$ cat src/dsu_ctl_pkg.sv
// Behaviour
// - Network mode runs 56k or 64k clear channel; local area mode is point-to-point.
// - Line rate starts in autodetect, then takes the detected 56k or 64k rate.
// - The 64k clear channel payload rides a 72 kbps line circuit.
// - Terminal clocks equal line rate minus the enabled management channel rate.
// - Internal timing, the default, uses the local clock as timing master in local area mode; network mode always uses the line clock.
// - External timing uses the terminal clock on the external clock input.
// - Receive timing recovers the line clock, but uses internal clock during tests.
// - Local area line rate is 56 or 64 kbps, default 64.
// - With timeout enabled, user tests end after the configured duration.
// - With timeout disabled, a test runs until manually stopped.
// - Terminal or network initiated tests are exempt from timeout.
// - Test duration is 1 to 120 minutes, default 10.
// - Network loopback commands latch loopback when enabled in network mode, ignored when disabled or in local area mode.
// - Optional scrambling, default off, must match at both ends; scramble_on stays off in local area mode.
// - V.54 loop-up starts loopback toward network; loop-down ends it.
// - With V.54 response disabled, the default, loop 2 sequences are ignored.
// - Management channel takes 1600, 4000 or 8000 bps; both ends match.
// - All-zero subnet mask becomes the class A, B or C default mask.
// - Address valid only if first byte 0..223 and not 127.
`default_nettype none
package dsu_ctl_pkg;

  // ---------------------------------------------------------------------------
  // Register map.
  // ---------------------------------------------------------------------------
  localparam logic [3:0] ADDR_CONFIG  = 4'h0;
  localparam logic [3:0] ADDR_TEST    = 4'h1;
  localparam logic [3:0] ADDR_IP      = 4'h2;
  localparam logic [3:0] ADDR_MASK    = 4'h3;
  localparam logic [3:0] ADDR_STATUS  = 4'h4;
  localparam logic [3:0] ADDR_RATES   = 4'h5;
  localparam logic [3:0] ADDR_EFFMASK = 4'h6;

  // Command bits in the test register write.
  localparam int CMD_START = 0;
  localparam int CMD_STOP  = 1;

  // ---------------------------------------------------------------------------
  // Enumerations.
  // ---------------------------------------------------------------------------
  typedef enum logic [1:0] {
    RATE_AUTO = 2'b00,
    RATE_56   = 2'b01,
    RATE_64   = 2'b10
  } net_rate_t;

  typedef enum logic [1:0] {
    TIM_INTERNAL = 2'b00,
    TIM_EXTERNAL = 2'b01,
    TIM_RECEIVE  = 2'b10
  } timing_t;

  typedef enum logic [1:0] {
    MGMT_OFF  = 2'b00,
    MGMT_1600 = 2'b01,
    MGMT_4000 = 2'b10,
    MGMT_8000 = 2'b11
  } mgmt_rate_t;

  typedef enum logic [1:0] {
    LB_IDLE = 2'b00,
    LB_USER = 2'b01,
    LB_NET  = 2'b10,
    LB_V54  = 2'b11
  } lb_state_t;

  // Configuration word as written by software.
  typedef struct packed {
    logic       local_area_point_to_point_mode;
    net_rate_t  net_rate;
    logic       local_area_point_to_point_mode_rate_64;
    timing_t    timing;
    logic       timeout_en;
    logic       net_lb_en;
    logic       scramble_en;
    logic       v54_en;
    mgmt_rate_t inband_mgmt_channel;
  } config_t;

  // Line-side loopback requests, one-cycle pulses.
  typedef struct packed {
    logic net_up;
    logic net_down;
    logic v54_up;
    logic v54_down;
  } line_cmd_t;

  localparam config_t CONFIG_RESET = '{
    local_area_point_to_point_mode: 1'b0,
    net_rate:                       RATE_AUTO,
    local_area_point_to_point_mode_rate_64:                   1'b1,
    timing:                         TIM_INTERNAL,
    timeout_en:                     1'b1,
    net_lb_en:                      1'b1,
    scramble_en:                    1'b0,
    v54_en:                         1'b0,
    inband_mgmt_channel:            MGMT_OFF
  };

  // ---------------------------------------------------------------------------
  // Rates in bps and timing constants.
  // ---------------------------------------------------------------------------
  localparam logic [16:0] BPS_56K     = 17'd56000;
  localparam logic [16:0] BPS_64K     = 17'd64000;
  localparam logic [16:0] BPS_72K     = 17'd72000;
  localparam logic [16:0] BPS_M1600   = 17'd1600;
  localparam logic [16:0] BPS_M4000   = 17'd4000;
  localparam logic [16:0] BPS_M8000   = 17'd8000;
  localparam logic [6:0]  DUR_MIN     = 7'd1;
  localparam logic [6:0]  DUR_MAX     = 7'd120;
  localparam logic [6:0]  DUR_RESET   = 7'd10;
  localparam int          CLK_HZ      = 100_000_000;
  localparam int          MINUTE_S    = 60;
  localparam longint      MINUTE_CYC  = longint'(CLK_HZ) * MINUTE_S;
  localparam logic [7:0]  CLASS_A_TOP = 8'd127;
  localparam logic [7:0]  CLASS_B_TOP = 8'd191;
  localparam logic [7:0]  CLASS_C_TOP = 8'd223;
  localparam logic [7:0]  LOOPNET     = 8'd127;

endpackage
`default_nettype wire

$ cat src/dsu_rate_timing_test_control.sv
`timescale 1ns/1ps
`default_nettype none
module dsu_rate_timing_test_control #(
  parameter longint MINUTE_CYCLES = dsu_ctl_pkg::MINUTE_CYC
) (
  input  wire logic                   core_clk,
  input  wire logic                   reset_n,
  input  wire logic [3:0]             reg_addr,
  input  wire logic [31:0]            reg_wdata,
  input  wire logic                   reg_wr,
  input  wire logic                   reg_rd,
  output logic      [31:0]            reg_rdata,
  input  wire logic                   line_sig_detect,
  input  wire logic                   line_detect_64,
  input  wire logic                   line_rx_clk,
  input  wire logic                   external_transmit_clock_in,
  input  wire dsu_ctl_pkg::line_cmd_t line_cmd,
  input  wire logic                   dte_test_req,
  input  wire logic                   frame_tick,
  output logic                        timing_tick,
  output logic                        loopback_on,
  output logic                        test_active,
  output logic                        scramble_on,
  output logic      [16:0]            line_circuit_bps,
  output logic      [16:0]            dte_clock_bps
);

  // ---------------------------------------------------------------------------
  // Helpers.
  // ---------------------------------------------------------------------------
  // Checks a management address: first byte 0..223, never 127.
  function automatic logic ip_ok(input logic [31:0] ip);
    ip_ok = (ip[31:24] <= dsu_ctl_pkg::CLASS_C_TOP) && (ip[31:24] != dsu_ctl_pkg::LOOPNET);
  endfunction

  // Maps a management channel setting to its rate.
  function automatic logic [16:0] mgmt_bps(input dsu_ctl_pkg::mgmt_rate_t m);
    case (m)
      dsu_ctl_pkg::MGMT_1600: mgmt_bps = dsu_ctl_pkg::BPS_M1600;
      dsu_ctl_pkg::MGMT_4000: mgmt_bps = dsu_ctl_pkg::BPS_M4000;
      dsu_ctl_pkg::MGMT_8000: mgmt_bps = dsu_ctl_pkg::BPS_M8000;
      default:                mgmt_bps = 17'd0;
    endcase
  endfunction

  // ---------------------------------------------------------------------------
  // Pin synchronisers.
  // ---------------------------------------------------------------------------
  logic [1:0] det_s_r;
  logic [1:0] d64_s_r;
  logic [1:0] rxc_s_r;
  logic [1:0] ext_s_r;
  logic       rxc_d_r;
  logic       ext_d_r;

  // Two flip-flops on every pin from outside the clock domain.
  always_ff @(posedge core_clk or negedge reset_n) begin
    if (!reset_n) begin
      det_s_r <= 2'b00;
      d64_s_r <= 2'b00;
      rxc_s_r <= 2'b00;
      ext_s_r <= 2'b00;
      rxc_d_r <= 1'b0;
      ext_d_r <= 1'b0;
    end else begin
      det_s_r <= {det_s_r[0], line_sig_detect};
      d64_s_r <= {d64_s_r[0], line_detect_64};
      rxc_s_r <= {rxc_s_r[0], line_rx_clk};
      ext_s_r <= {ext_s_r[0], external_transmit_clock_in};
      rxc_d_r <= rxc_s_r[1];
      ext_d_r <= ext_s_r[1];
    end
  end

  // ---------------------------------------------------------------------------
  // Configuration registers.
  // ---------------------------------------------------------------------------
  dsu_ctl_pkg::config_t cfg_r;
  logic [6:0]           dur_r;
  logic [31:0]          ip_r;
  logic [31:0]          mask_r;
  logic                 ip_rej_r;
  logic                 user_start;
  logic                 user_stop;

  assign user_start = reg_wr && (reg_addr == dsu_ctl_pkg::ADDR_TEST) && reg_wdata[dsu_ctl_pkg::CMD_START];
  assign user_stop  = reg_wr && (reg_addr == dsu_ctl_pkg::ADDR_TEST) && reg_wdata[dsu_ctl_pkg::CMD_STOP];

  // Software writes; autodetect rate is replaced by hardware on detection.
  always_ff @(posedge core_clk or negedge reset_n) begin
    if (!reset_n) begin
      cfg_r <= dsu_ctl_pkg::CONFIG_RESET;
    end else if (reg_wr && reg_addr == dsu_ctl_pkg::ADDR_CONFIG) begin
      cfg_r <= dsu_ctl_pkg::config_t'(reg_wdata[11:0]);
    end else if (!cfg_r.local_area_point_to_point_mode && cfg_r.net_rate == dsu_ctl_pkg::RATE_AUTO
                 && det_s_r[1]) begin
      cfg_r.net_rate <= d64_s_r[1] ? dsu_ctl_pkg::RATE_64 : dsu_ctl_pkg::RATE_56;
    end
  end

  // Duration clamps into 1..120 minutes.
  always_ff @(posedge core_clk or negedge reset_n) begin
    if (!reset_n) begin
      dur_r <= dsu_ctl_pkg::DUR_RESET;
    end else if (reg_wr && reg_addr == dsu_ctl_pkg::ADDR_TEST) begin
      if (reg_wdata[14:8] < dsu_ctl_pkg::DUR_MIN) begin
        dur_r <= dsu_ctl_pkg::DUR_MIN;
      end else if (reg_wdata[14:8] > dsu_ctl_pkg::DUR_MAX) begin
        dur_r <= dsu_ctl_pkg::DUR_MAX;
      end else begin
        dur_r <= reg_wdata[14:8];
      end
    end
  end

  // Address accepted only when valid; otherwise kept and flagged.
  always_ff @(posedge core_clk or negedge reset_n) begin
    if (!reset_n) begin
      ip_r     <= 32'h0000_0000;
      mask_r   <= 32'h0000_0000;
      ip_rej_r <= 1'b0;
    end else begin
      if (reg_wr && reg_addr == dsu_ctl_pkg::ADDR_IP) begin
        ip_rej_r <= !ip_ok(reg_wdata);
        if (ip_ok(reg_wdata)) begin
          ip_r <= reg_wdata;
        end
      end
      if (reg_wr && reg_addr == dsu_ctl_pkg::ADDR_MASK) begin
        mask_r <= reg_wdata;
      end
    end
  end

  // Effective mask substitutes a class default for an all-zero mask.
  logic [31:0] eff_mask;
  always_comb begin
    eff_mask = mask_r;
    if (mask_r == 32'h0000_0000) begin
      if (ip_r[31:24] <= dsu_ctl_pkg::CLASS_A_TOP) begin
        eff_mask = 32'hff00_0000;
      end else if (ip_r[31:24] <= dsu_ctl_pkg::CLASS_B_TOP) begin
        eff_mask = 32'hffff_0000;
      end else begin
        eff_mask = 32'hffff_ff00;
      end
    end
  end

  // ---------------------------------------------------------------------------
  // Rates and timing source.
  // ---------------------------------------------------------------------------
  logic [16:0] op_bps;
  always_comb begin
    if (cfg_r.local_area_point_to_point_mode) begin
      op_bps = cfg_r.local_area_point_to_point_mode_rate_64 ? dsu_ctl_pkg::BPS_64K : dsu_ctl_pkg::BPS_56K;
    end else if (cfg_r.net_rate == dsu_ctl_pkg::RATE_64) begin
      op_bps = dsu_ctl_pkg::BPS_64K;
    end else if (cfg_r.net_rate == dsu_ctl_pkg::RATE_56) begin
      op_bps = dsu_ctl_pkg::BPS_56K;
    end else begin
      op_bps = 17'd0;
    end
  end

  // Registered rate outputs.
  always_ff @(posedge core_clk or negedge reset_n) begin
    if (!reset_n) begin
      line_circuit_bps <= 17'd0;
      dte_clock_bps    <= 17'd0;
      scramble_on      <= 1'b0;
    end else begin
      line_circuit_bps <= (!cfg_r.local_area_point_to_point_mode && cfg_r.net_rate == dsu_ctl_pkg::RATE_64)
                          ? dsu_ctl_pkg::BPS_72K : op_bps;
      dte_clock_bps    <= (op_bps == 17'd0) ? 17'd0
                          : op_bps - mgmt_bps(cfg_r.inband_mgmt_channel);
      scramble_on      <= cfg_r.scramble_en && !cfg_r.local_area_point_to_point_mode;
    end
  end

  // Timing edge selected from the chosen source.
  dsu_ctl_pkg::lb_state_t lb_r;
  logic rx_edge;
  logic ext_edge;
  assign rx_edge  = rxc_s_r[1] && !rxc_d_r;
  assign ext_edge = ext_s_r[1] && !ext_d_r;

  always_ff @(posedge core_clk or negedge reset_n) begin
    if (!reset_n) begin
      timing_tick <= 1'b0;
    end else if (!cfg_r.local_area_point_to_point_mode) begin
      timing_tick <= rx_edge;
    end else begin
      case (cfg_r.timing)
        dsu_ctl_pkg::TIM_EXTERNAL: timing_tick <= ext_edge;
        dsu_ctl_pkg::TIM_RECEIVE:  timing_tick <= (lb_r != dsu_ctl_pkg::LB_IDLE) ? frame_tick
                                                  : rx_edge;
        default:                   timing_tick <= frame_tick;
      endcase
    end
  end

  // ---------------------------------------------------------------------------
  // Loopback and test control.
  // ---------------------------------------------------------------------------
  // Wide enough to hold a full minute of core clocks at the real clock rate.
  logic [32:0] cyc_r;
  logic [6:0]  min_r;
  logic        timed_out;
  logic        end_req;
  logic        net_mode;
  assign net_mode  = !cfg_r.local_area_point_to_point_mode;
  assign timed_out = (lb_r == dsu_ctl_pkg::LB_USER) && cfg_r.timeout_en
                     && (min_r >= dur_r);

  // Minute counter runs only for user tests.
  always_ff @(posedge core_clk or negedge reset_n) begin
    if (!reset_n) begin
      cyc_r <= 33'd0;
      min_r <= 7'd0;
    end else if (lb_r != dsu_ctl_pkg::LB_USER) begin
      cyc_r <= 33'd0;
      min_r <= 7'd0;
    end else if (cyc_r == 33'(MINUTE_CYCLES - 1)) begin
      cyc_r <= 33'd0;
      min_r <= min_r + 7'd1;
    end else begin
      cyc_r <= cyc_r + 33'd1;
    end
  end

  // Loopback state; terminal and network tests never time out.
  always_comb begin
    case (lb_r)
      dsu_ctl_pkg::LB_USER: end_req = user_stop || timed_out;
      dsu_ctl_pkg::LB_NET:  end_req = line_cmd.net_down || user_stop;
      dsu_ctl_pkg::LB_V54:  end_req = line_cmd.v54_down || user_stop;
      default:              end_req = 1'b0;
    endcase
  end

  // An end request wins over any start request in the same cycle.
  always_ff @(posedge core_clk or negedge reset_n) begin
    if (!reset_n) begin
      lb_r <= dsu_ctl_pkg::LB_IDLE;
    end else if (end_req) begin
      lb_r <= dsu_ctl_pkg::LB_IDLE;
    end else if (lb_r == dsu_ctl_pkg::LB_IDLE) begin
      if (net_mode && cfg_r.net_lb_en && line_cmd.net_up) begin
        lb_r <= dsu_ctl_pkg::LB_NET;
      end else if (cfg_r.v54_en && line_cmd.v54_up) begin
        lb_r <= dsu_ctl_pkg::LB_V54;
      end else if (dte_test_req) begin
        lb_r <= dsu_ctl_pkg::LB_NET;
      end else if (user_start) begin
        lb_r <= dsu_ctl_pkg::LB_USER;
      end
    end
  end

  assign loopback_on = (lb_r != dsu_ctl_pkg::LB_IDLE);
  assign test_active = (lb_r != dsu_ctl_pkg::LB_IDLE);

  // ---------------------------------------------------------------------------
  // Register read port.
  // ---------------------------------------------------------------------------
  always_ff @(posedge core_clk or negedge reset_n) begin
    if (!reset_n) begin
      reg_rdata <= 32'h0000_0000;
    end else if (reg_rd) begin
      case (reg_addr)
        dsu_ctl_pkg::ADDR_CONFIG:  reg_rdata <= {20'h0, cfg_r};
        dsu_ctl_pkg::ADDR_TEST:    reg_rdata <= {17'h0, dur_r, 8'h00};
        dsu_ctl_pkg::ADDR_IP:      reg_rdata <= ip_r;
        dsu_ctl_pkg::ADDR_MASK:    reg_rdata <= mask_r;
        dsu_ctl_pkg::ADDR_STATUS:  reg_rdata <= {16'h0, 1'b0, min_r, 5'h0, ip_rej_r, lb_r};
        dsu_ctl_pkg::ADDR_RATES:   reg_rdata <= {15'h0, dte_clock_bps};
        dsu_ctl_pkg::ADDR_EFFMASK: reg_rdata <= eff_mask;
        default:                   reg_rdata <= 32'h0000_0000;
      endcase
    end
  end

  // ---------------------------------------------------------------------------
  // Checks.
  // ---------------------------------------------------------------------------
  property p_v54_ignored;
    @(posedge core_clk) disable iff (!reset_n)
    (lb_r == dsu_ctl_pkg::LB_IDLE && !cfg_r.v54_en && line_cmd.v54_up && !dte_test_req
     && !user_start && !(net_mode && cfg_r.net_lb_en && line_cmd.net_up))
    |=> lb_r == dsu_ctl_pkg::LB_IDLE;
  endproperty
  a_v54_ignored: assert property (p_v54_ignored) else $error("V54 up taken while disabled.");

  property p_net_ignored;
    @(posedge core_clk) disable iff (!reset_n)
    (lb_r == dsu_ctl_pkg::LB_IDLE && !cfg_r.net_lb_en && !(cfg_r.v54_en && line_cmd.v54_up)
     && line_cmd.net_up && !dte_test_req && !user_start) |=> lb_r == dsu_ctl_pkg::LB_IDLE;
  endproperty
  a_net_ignored: assert property (p_net_ignored) else $error("Network loop taken while disabled.");

  property p_end_fast;
    @(posedge core_clk) disable iff (!reset_n)
    end_req |=> !loopback_on;
  endproperty
  a_end_fast: assert property (p_end_fast) else $error("Loopback not removed.");

  property p_no_timeout_exempt;
    @(posedge core_clk) disable iff (!reset_n)
    (lb_r == dsu_ctl_pkg::LB_NET && !line_cmd.net_down && !user_stop) |=> lb_r == dsu_ctl_pkg::LB_NET;
  endproperty
  a_no_timeout_exempt: assert property (p_no_timeout_exempt) else $error("Exempt test ended.");

  property p_dte_rate;
    @(posedge core_clk) disable iff (!reset_n)
    (op_bps != 17'd0) ##1 (op_bps == $past(op_bps)) && $stable(cfg_r.inband_mgmt_channel)
    |-> dte_clock_bps == op_bps - mgmt_bps(cfg_r.inband_mgmt_channel);
  endproperty
  a_dte_rate: assert property (p_dte_rate) else $error("Terminal clock rate wrong.");

  property p_ip_guard;
    @(posedge core_clk) disable iff (!reset_n)
    (reg_wr && reg_addr == dsu_ctl_pkg::ADDR_IP && !ip_ok(reg_wdata)) |=> $stable(ip_r) && ip_rej_r;
  endproperty
  a_ip_guard: assert property (p_ip_guard) else $error("Bad address accepted.");

  property p_dur_range;
    @(posedge core_clk) disable iff (!reset_n)
    dur_r >= dsu_ctl_pkg::DUR_MIN && dur_r <= dsu_ctl_pkg::DUR_MAX;
  endproperty
  a_dur_range: assert property (p_dur_range) else $error("Duration out of range.");

  property p_autodetect;
    @(posedge core_clk) disable iff (!reset_n)
    (net_mode && cfg_r.net_rate == dsu_ctl_pkg::RATE_AUTO && det_s_r[1] && !reg_wr)
    |=> cfg_r.net_rate != dsu_ctl_pkg::RATE_AUTO;
  endproperty
  a_autodetect: assert property (p_autodetect) else $error("Rate not detected.");

endmodule
`default_nettype wire

$ cat config.mk
export PLATFORM = sky130hd
export DESIGN_NAME = dsu_rate_timing_test_control
export DESIGN_NICKNAME = d
export VERILOG_FILES = /design/src/dsu_ctl_pkg.sv /design/src/dsu_rate_timing_test_control.sv
export SDC_FILE = /design/constraint.sdc
export NUM_CORES = 1
export LEC_CHECK = 0
export BUFFER_PORTS_ARGS = -buffer_cell sky130_fd_sc_hd__buf_2
export CORE_ASPECT_RATIO = 2
export CORE_UTILIZATION = 58
export DETAILED_ROUTE_END_ITERATION = 10
export PLACE_DENSITY = 0.92
export SETUP_SLACK_MARGIN = 0.02
export SYNTH_ARGS = -nofsm -noshare
export SYNTH_HDL_FRONTEND = slang
export SYNTH_SLANG_ARGS = --single-unit
export TNS_END_PERCENT = 10
$ cat constraint.sdc
create_clock -name core_clk -period 3.3 [get_ports core_clk]
set_input_delay 0.165 -clock core_clk [delete_from_list [all_inputs] [get_ports core_clk]]
set_output_delay 0.165 -clock core_clk [all_outputs]
set_load 0.02 [all_outputs]
==> impl_metrics.csv, run 1 <==
group,metric,value,unit
yosys,syn_inst,810,
layout,nFillCells,1014,
layout,utilization,0.6932,
timing,finalSetupViolations,0,
grt,antenna_found_initial,0,
power,p_leak,4.776,nW
layout,stdcell_count,1142,
floorplan,initial_core_util,0.5932,
clock_network,cts_tree,"done",
clock_network,cts_setup_buffers,0,
yosys,synth_area,9072,um2
grt,grt_pass1_wl,40.19,mm
route,ant_nets,0,
yosys,ys_types,68,
worst_setup_path,cp.required,3.60,ns
status,status,"finished, final reports clean",
floorplan,die-area,16180,um2
power,powerDensity,676.0,nW/um2
clock_network,cts_root_buf,"clkbuf_16",
timing,period_share,0.8243,
route,via_count,7339,
timing,finalHoldViolCount,0,
route,wl_per_cell,22.38,um
route,drtIter0Drc,534,
clock_network,cts_made_buffers,17,
worst_setup_path,path_class,"reg -> reg",
timing,clock_skew,0.01014,ns
yosys,async_reset_ff_frac,1.000,
timing,rsz0062_at_grt,"false",
clock_network,htree_levels,4,
yosys,ys.flop_type,"dfrtp_1",
route,firstDrtPassIters,6,
floorplan,row_count,64,
floorplan,ios,120,
yosys,syn_avg_cell_area,11.20,um2
place,post-place-ws,0.6158,ns
timing,slew_violations,0,
grt,grt_pass1_vias,7708,
yosys,synth_edf_count,0,
route,drc,0,
timing,timing.fmax,0.3676,GHz
layout,drive_gt1_frac,0.2736,
place,port-buffer-count,107,
worst_setup_path,cp-end-kind,"register",
layout,area.growth.synth_to_final,16.87,%
worst_setup_path,r2r_setup_slack,0.58,ns
yosys,ys_seq_elements,188,
clock_network,clock_latency,0.43,ns
timing,tightestPinTransition,0.9370,ns
route,wirelength,25.55,mm
floorplan,die_w,90.44,um
route,vias_per_cell,6.426,
power,irDropWorstVdd,0.0005653,V
layout,nNetsFinal,1005,
place,gp_congestion,0.9487,
yosys,synth_warnings,0,
timing,worst_slack,0.5798,ns
grt,overflow,0,
flow_run,cap_violations,0,
place,dp.cells,1088,
worst_hold_path,hp-class,"in -> reg",
power,power,7.168,mW
yosys,seq_area_frac_synth,0.5192,
grt,grt_max_degree,87,
grt,track_usage,0.3285,
worst_setup_path,crit_arrival,3.02,ns
timing,fin_crit,2.720,ns
clock_network,clock-sinks,188,
timing,fin_setup_tns,0,ns
clock_network,clkSlewWorstSetupHoldPaths,0.07,ns
worst_setup_path,worstPathMaxFanout,30,
place,hpwl,17.50,mm
floorplan,fp.coreArea,15290,um2
timing,slew_headroom,0.3665,
layout,final_common_cell,"dfrtp_1",
clock_network,clockBufferDepth,2,
floorplan,die_h,178.9,um
yosys,yosysTopAreaCell,"dfrtp_1",
yosys,yosys-top-cells-area,"dfrtp_1, mux2_2, ha_1",
worst_setup_path,critPathLaunchType,"register",
yosys,synth_top_area_frac,0.5048,
layout,layout_common_cells,"dfrtp_1, buf_2, mux2_2",
-- cells by family (layout without fill, tap and decap cells) --
logic type      Yosys count  in the layout  share of synthesized area
simple gates            249            249                     0.1425
flops                   188            188                     0.5192
compound gates          141            141                     0.1171
mux                      88             88                     0.1083
buf+inv                  83            205                    0.04261
xor+xnor                 35             35                    0.03379
fa+ha+maj                25             25                    0.03613
other cells               1             13                  0.0004133
-- report_power, final --
group,internal (mW),switching [mW],leakage (nW)
sequential,2.72,0.423,2.41
combinational,0.767,1.16,2.07
clock,1.19,0.905,0.293
-- through the flow --
| step | hold WS, ns | area, um2 |
|---|---|---|
| 2_1_floorplan | -0.1306 | 9114 |
| 3_3_place_gp | 0.2573 | 9784 |
| 3_5_place_dp | 0.2677 | 9784 |
| 4_1_cts | 0.002389 | 10600 |
| 5_1_grt | 0.008204 | 10600 |
| 6_report | 0.01157 | 10600 |
-- worst max-delay path: stages, from the launching register on --
cell and delay (ns):
dfrtp_1 0.42, ha_1 0.25, nand4_2 0.19, or4_4 0.56
or4_4 0.65, nand2_1 0.11, buf_4 0.31, nor2_1 0.10
-- registers in the layout, summed over array words and instances (netlist names), 2 cells and up --
signal            count
ip_r                 32
det_s_r               2
reg_rdata            32
cfg_r                12
rxc_s_r               2
ext_s_r               2
dur_r                 7
mask_r               32
min_r                 7
line_circuit_bps      6
d64_s_r               2
dte_clock_bps        12
cyc_r                33
lb_r                  2
-- metal layers --
| metal | track usage | vias to the layer above | wire length (um) |
|---|---|---|---|
| li1 | - | 3163 | - |
| met1 | 0.3356 | 3650 | 8595 |
| met2 | 0.5910 | 389 | 13610 |
| met3 | 0.06701 | 137 | 1503 |
| met4 | 0.2406 | 0 | 1841 |
| met5 | 0 | - | 0 |
-- cells in the mapped netlist, drive strengths merged, types with 3 or more instances --
cell / count
xor2: 21
or3: 5
dfstp: 5
a21oi: 22
ha: 23
or4: 8
a22o: 9
nand2b: 6
nor4: 19
mux2i: 7
inv: 27
nand2: 54
clkbuf: 27
a221o: 9
a32oi: 3
o211ai: 10
o2bb2ai: 16
nand4: 16
o221ai: 5
nand3: 22
a222oi: 3
a31oi: 5
buf: 29
a211oi: 3
o21ai: 16
dfrtp: 183
a22oi: 9
mux2: 81
a221oi: 18
nor2b: 12
xnor2: 14
and2: 5
nor3: 6
and3: 7
nor2: 72
nor4b: 3
nand3b: 4
-- worst paths after layout --
kind | from | end | cells after the start
max in group asynchronous | reset_n | dur_r[3] | 3
setup / recovery | cyc_r[0] | cyc_r[5] | 7
hold / removal | reg_wdata[4] | cfg_r[4] | 2
min in group asynchronous | reset_n | reg_rdata[17] | 2
setup reg to reg | cyc_r[0] | cyc_r[5] | 7
hold reg to reg | d64_s_r[0] | d64_s_r[1] | 0
-- cell type report --
cell class	count	area [um2]	area share
clock buffers	22	474.2	0.04472
clock inverters	10	131.4	0.01239
well taps	198	247.7	0.02337
inverters	27	101.3	0.009559
diodes	1	2.502	0.0002360
multi-input cells	550	4035	0.3806
repair buffers	146	899.6	0.08485
flip-flops and latches	188	4711	0.4443
-- repair_timing --
item / in CTS / in global routing
resized for setup: 0 / 0
hold buffers: 21 / 0
hold endpoints to repair: 110 / 0
(Power assumes the default switching activity.)
==> run 2: changes to the inputs <==
- ABC_AREA: not set -> 1
- CORE_UTILIZATION: 58 -> 59
- PLACE_DENSITY: 0.92 -> 0.93
- clock period: 3.3 -> 2.75 ns (I/O delays scaled with it)
==> run 2 against run 1 <==
Compared with the run above: the flow now finishes with violations (DRC); worst hold slack worse by 0.0081 ns; clock skew up 0.00094 ns; first-iteration DRC count up 33%; final cell count up 39%; clock power up 21%; setup slack worse by 0.23 ns; critical path type unchanged; combinational power up 20%; largest cell class unchanged; critical path depth up 3; routed wire length up 9.0%.
==> impl_metrics.csv, run 2 <==
group,metric,value,unit
route,via_count,9063,
place,gp_congestion,0.9457,
route,met1_length,9.603,mm
yosys,synth_most_common_cell,"nand2_1",
floorplan,initial_core_util,0.6017,
worst_setup_path,cpPeakStageDelay,0.38,ns
worst_setup_path,cp_cell_sequence,"inv_1, ha_1, o21ai_0, inv_1, ha_1, nand2_1, a21oi_1, nand4_1, and3_1, nor3_1",
route,ant_nets,0,
yosys,yosys-top-cells-area,"dfrtp_1, nand2_1, o21ai_0",
timing,timing.fmax,0.4170,GHz
yosys,synth_commonest_cells,"nand2_1, dfrtp_1, inv_1",
layout,layout_common_cells,"nand2_1, dfrtp_1, inv_1",
power,p_leak,5.674,nW
floorplan,fp.coreArea,16270,um2
worst_setup_path,cp.required,3.11,ns
grt,grt_max_degree,88,
route,drc,1,
grt,overflow,0,
clock_network,cts_made_buffers,17,
timing,rsz0062_at_grt,"false",
place,hpwl,19.41,mm
route,drtIter0Drc,711,
floorplan,die_h,184.2,um
route,firstDrtPassIters,9,
route,routed.top_layer,"met4",
yosys,synth_area,9788,um2
timing,slew_headroom,0.3167,
layout,largest_register_ff_count,33,
worst_setup_path,critPathLaunchType,"register",
route,vias_per_cell,5.718,
layout,design_area,11270,um2
clock_network,clock-sinks,188,
yosys,syn_avg_cell_area,7.831,um2
clock_network,clock_latency,0.44,ns
power,powerDensity,754.7,nW/um2
yosys,ys_seq_elements,188,
worst_setup_path,reg2regPathDepth,10,
layout,nNetsFinal,1444,
grt,antenna_found_initial,0,
grt,grt_pass1_vias,9162,
timing,period_share,0.8720,
layout,num_antenna_cells,0,
layout,drive_gt1_frac,0.1347,
layout,nFillCells,1223,
status,violations,"DRC",
yosys,async_reset_ff_frac,1.000,
worst_setup_path,cp-end-kind,"register",
clock_network,cts_tree,"done",
yosys,ys_types,47,
route,wirelength,27.84,mm
grt,track_usage,0.3437,
worst_setup_path,crit_cells,10,
worst_setup_path,crit_end,"dte_clock_bps[13]",
floorplan,ios,120,
route,wl_per_cell,17.57,um
worst_setup_path,critPathBufInv,2,
worst_setup_path,worstPathMaxFanout,8,
clock_network,cts_setup_buffers,0,
yosys,syn_inst,1250,
power,power,8.503,mW
layout,seq_area,4711,um2
floorplan,die-area,17140,um2
power,irDropWorstVdd,0.0005336,V
route,met2_length,14.14,mm
floorplan,row_count,66,
timing,fin_setup_tns,0,ns
timing,finalHoldViolCount,0,
floorplan,die_w,93.08,um
timing,fin_crit,2.398,ns
timing,tightestPinTransition,1.024,ns
timing,slew_violations,0,
yosys,synth_top_area_frac,0.4679,
worst_hold_path,hp-class,"in -> reg",
route,wl_met3,1.647,mm
yosys,seq_area_frac_synth,0.4813,
layout,utilization,0.6926,
layout,multi_input_area,4264,um2
yosys,synth_warnings,0,
clock_network,clkSlewWorstSetupHoldPaths,0.08,ns
yosys,synth_edf_count,0,
worst_setup_path,path_class,"reg -> reg",
worst_setup_path,r2r_setup_slack,0.35,ns
worst_setup_path,crit_arrival,2.76,ns
worst_setup_path,reg2reg_from,"cfg_r[10]",
worst_setup_path,startpoint,"cfg_r[10]",
clock_network,cts_root_buf,"clkbuf_16",
status,status,"finished, violations left",
worst_setup_path,cp_slowest_cell,"ha_1",
timing,clock_skew,0.01108,ns
yosys,ys.flop_type,"dfrtp_1",
layout,final_common_cell,"nand2_1",
worst_setup_path,cpLargestDelayFamily,"simple AND/OR/NAND/NOR gates",
worst_setup_path,regToRegEndpoint,"dte_clock_bps[13]",
layout,top_register,"cyc_r",
place,port-buffer-count,107,
clock_network,htree_levels,4,
clock_network,clockBufferDepth,2,
place,place_area,10420,um2
yosys,yosysTopAreaCell,"dfrtp_1",
timing,finalSetupViolations,0,
layout,area.growth.synth_to_final,15.11,%
grt,grt_pass1_wl,44.57,mm
flow_run,cap_violations,0,
-- run 2: timing repair --
| action | CTS | global route |
|---|---|---|
| endpoints found under the hold margin | 117 | 0 |
| hold buffers | 24 | 0 |
| resized for setup | 0 | 0 |
-- run 2: worst min-delay path by stage --
stage	cells after the start	slack [ns]	to	from
CTS	3	0.004	mask_r[19]	reg_wdata[19]
finish	3	0.003	mask_r[19]	reg_wdata[19]
global placement	1	0.24	cyc_r[19]	reset_n
floorplan	0	-0.16	cfg_r[0]	reset_n
detailed placement	1	0.25	cyc_r[19]	reset_n
global route	3	0.01	ip_r[30]	reg_wdata[30]
-- run 2: where the power goes --
| part | leakage [nW] | internal, mW | total, mW | switching [mW] |
|---|---|---|---|---|
| Clock | 0.296 | 1.38 | 2.55 | 1.17 |
| Combinational | 2.96 | 0.769 | 2.31 | 1.54 |
| Sequential | 2.42 | 3.26 | 3.64 | 0.378 |
| Total | 5.67 | 5.41 | 8.50 | 3.09 |
-- run 2: layout make-up --
type / instances / share of cell area
Tap cell: 204 / 0.02265
Multi-Input combinational cell: 875 / 0.3785
Timing Repair Buffer: 144 / 0.07940
Inverter: 143 / 0.04764
Sequential cell: 188 / 0.4181
Clock inverter: 13 / 0.01566
Clock buffer: 18 / 0.03809
-- run 2: kinds of logic (layout without fill, tap and decap cells) --
family	Yosys count	in the layout	synth area share
AOI/OAI and AO/OA	182	182	0.1010
xor gates and xnor gates	25	25	0.02237
adders and majority gates	25	25	0.03349
buffers and inverters	198	318	0.08846
DFF	188	188	0.4813
other	1	12	0.0003831
and+or+nand+nor	631	631	0.2730
-- run 2: tightest hold or removal path, delay by kind of cell --
| kind | cells | cell delay [ns] |
|---|---|---|
| buf+inv | 2 | 0.18 |
| compound gates | 1 | 0.09 |
-- run 2: through the flow --
stage / hold WS [ns] / std cells / setup WS [ns]
after detailed placement: 0.2472 / 1530 / 0.4094
after global routing: 0.009780 / 1585 / 0.1199
after floorplan: -0.1581 / 1261 / 0.5227
after CTS: 0.003823 / 1585 / 0.3673
final: 0.003486 / 1585 / 0.3519
after global placement: 0.2438 / 1530 / 0.5241
-- run 2: per-layer routing --
metal	up-vias	GRT usage
met3	170	0.07013
met2	459	0.5806
met1	4243	0.3597
li1	4191	-
met5	-	0
met4	0	0.2892
==> run 3: changes to the inputs <==
- CORE_UTILIZATION: 59 -> 55
- PLACE_DENSITY: 0.93 -> 0.88
==> run 3 against run 2 <==
Compared with the run above: the flow finishes with violations (hold timing); combinational power about the same; clock power about the same; power down 0.42%; setup slack worse by 0.011 ns; via count shrank 0.65%; global-route usage decreased by 2.2 points; count of clock-buffer cells in the layout up 4; final cell count rose by 0.25%; register-to-register slack about the same; sequential power is essentially flat; maximum frequency down 0.48%; utilization fell by 4.4 points; largest cell class unchanged; largest power group unchanged; highest routed layer unchanged.
==> impl_metrics.csv, run 3 (synthesis gave the netlist of run 2 again) <==
group,metric,value,unit
worst_setup_path,crit_top_cell,"ha_1",
timing,finalSetupViolations,0,
route,firstDrtPassIters,5,
timing,finalHoldViolCount,3,
place,port-buffer-count,107,
grt,track_usage,0.3221,
worst_setup_path,worstPathMaxFanout,8,
route,drtIter0Drc,785,
worst_setup_path,regToRegEndpoint,"dte_clock_bps[13]",
worst_setup_path,crit_cells,9,
worst_hold_path,hold_depth,3,
worst_setup_path,critPathBufInv,1,
clock_network,htree_levels,4,
timing,slew_headroom,0.3108,
worst_setup_path,path_class,"reg -> reg",
worst_setup_path,cp_cell_sequence,"ha_1, o21ai_0, inv_1, ha_1, nand2_1, a21oi_1, nand4_1, and3_1, nor3_1",
power,p_leak,5.664,nW
layout,final_common_cell,"nand2_1",
grt,overflow,0,
layout,nNetsFinal,1441,
worst_hold_path,hp-class,"in -> reg",
worst_setup_path,crit_arrival,2.77,ns
layout,drive_gt1_frac,0.1356,
route,ant_nets,0,
flow_run,cap_violations,0,
worst_setup_path,cp.required,3.11,ns
timing,whs,-0.004519,ns
floorplan,die-area,18370,um2
grt,grt_pass1_wl,44.09,mm
layout,largest_register_ff_count,33,
place,hpwl,20.00,mm
layout,area.growth.synth_to_final,14.99,%
status,status,"finished, violations left",
timing,timing.fmax,0.4150,GHz
worst_hold_path,min_delay_worst_endpoint,"ip_r[19]",
place,place_area,10470,um2
timing,tightestPinTransition,1.033,ns
route,drc,0,
floorplan,row_count,68,
grt,grtUsageMet2,0.5595,
timing,clock_skew,0.01317,ns
route,vias_per_cell,5.666,
worst_hold_path,min_from,"reg_wdata[19]",
timing,slew_violations,0,
clock_network,postCtsResizedCells,0,
clock_network,clockBufferDepth,2,
worst_setup_path,cpLargestDelayFamily,"adder cells",
timing,period_share,0.8762,
clock_network,cts_tree,"done",
grt,busiest_layer,"met2",
status,violations,"hold timing",
grt,grt_max_degree,87,
route,wirelength,27.59,mm
clock_network,clock_latency,0.45,ns
clock_network,clock-sinks,188,
floorplan,die_h,190.7,um
layout,design_area,11260,um2
power,irDropWorstVdd,0.0006635,V
layout,top_register,"cyc_r",
timing,fin_setup_tns,0,ns
route,wl_per_cell,17.37,um
clock_network,clkSlewWorstSetupHoldPaths,0.07,ns
floorplan,fp.coreArea,17360,um2
grt,use_met1,0.3279,
floorplan,die_w,96.33,um
layout,num_antenna_cells,0,
grt,use_met3,0.05263,
layout,layout_common_cells,"nand2_1, dfrtp_1, inv_1",
grt,antenna_found_initial,0,
clock_network,cts_root_buf,"clkbuf_16",
worst_setup_path,cpPeakStageDelay,0.42,ns
worst_setup_path,cp_slowest_cell,"dfrtp_1",
grt,grt_pass1_vias,9118,
worst_setup_path,reg2regPathDepth,9,
floorplan,initial_core_util,0.5639,
clock_network,cts_made_buffers,17,
floorplan,ios,120,
power,powerDensity,752.3,nW/um2
worst_setup_path,critPathLaunchType,"register",
worst_setup_path,cp-end-kind,"register",
worst_setup_path,reg2reg_from,"cfg_r[9]",
place,gp_congestion,0.9598,
route,via_count,9004,
timing,rsz0062_at_grt,"false",
worst_setup_path,r2r_setup_slack,0.34,ns
timing,fin_crit,2.410,ns
## run 3: area by class of cell
| type | count | area, um2 |
|---|---|---|
| multi-input combinational | 875 | 4264 |
| sequential | 188 | 4711 |
| clock buffer | 22 | 464.2 |
| fill | 1456 | 6101 |
| timing repair buffer | 141 | 884.6 |
| tap | 210 | 262.8 |
| inverter | 143 | 536.8 |
| clock inverter | 10 | 132.6 |
## run 3: worst reg2reg max path, stage by stage (launching register included)
cell	delay, ns
dfrtp_1	0.42
ha_1	0.21
o21ai_0	0.23
inv_1	0.25
ha_1	0.39
nand2_1	0.06
a21oi_1	0.25
nand4_1	0.19
and3_1	0.19
nor3_1	0.13
## run 3: stage by stage
| stage | util | std cells | total power, mW | worst slack [ns] |
|---|---|---|---|---|
| floorplan | - | 1261 | 5.155 | 0.5227 |
| global placement | 0.6032 | 1538 | 5.811 | 0.5263 |
| detailed placement | 0.6032 | 1538 | 5.915 | 0.4549 |
| CTS | 0.6479 | 1588 | 8.439 | 0.4454 |
| global route | 0.6485 | 1589 | 8.910 | 0.1852 |
| finish | 0.6485 | 1589 | 8.468 | 0.3404 |
## run 3: report_power, final
part | total [mW] | switching (mW) | internal (mW)
clock | 2.53 | 1.12 | 1.41
combinational | 2.30 | 1.53 | 0.767
sequential | 3.64 | 0.382 | 3.26
## run 3: worst max-delay path by stage
stage	from	to	slack [ns]
final	cfg_r[9]	dte_clock_bps[13]	0.34
after floorplan	cfg_r[9]	dte_clock_bps[10]	0.52
after detailed placement	cfg_r[9]	dte_clock_bps[14]	0.45
after global routing	cfg_r[10]	dte_clock_bps[13]	0.19
after CTS	cfg_r[9]	dte_clock_bps[13]	0.45
after global placement	cfg_r[9]	dte_clock_bps[13]	0.53
## run 3: repair_timing
item | CTS | global route
hold buffers | 18 | 1
endpoints found under the hold margin | 105 | 1
setup buffers | 0 | 0
## run 3: per-layer routing
metal | routed length, um | part of all wire | vias to the layer above
li1 | - | - | 4179
met1 | 9343 | 0.34 | 4202
met2 | 14360 | 0.52 | 454
met3 | 1532 | 0.056 | 169
met4 | 2358 | 0.085 | 0
met5 | 0 | 0 | -
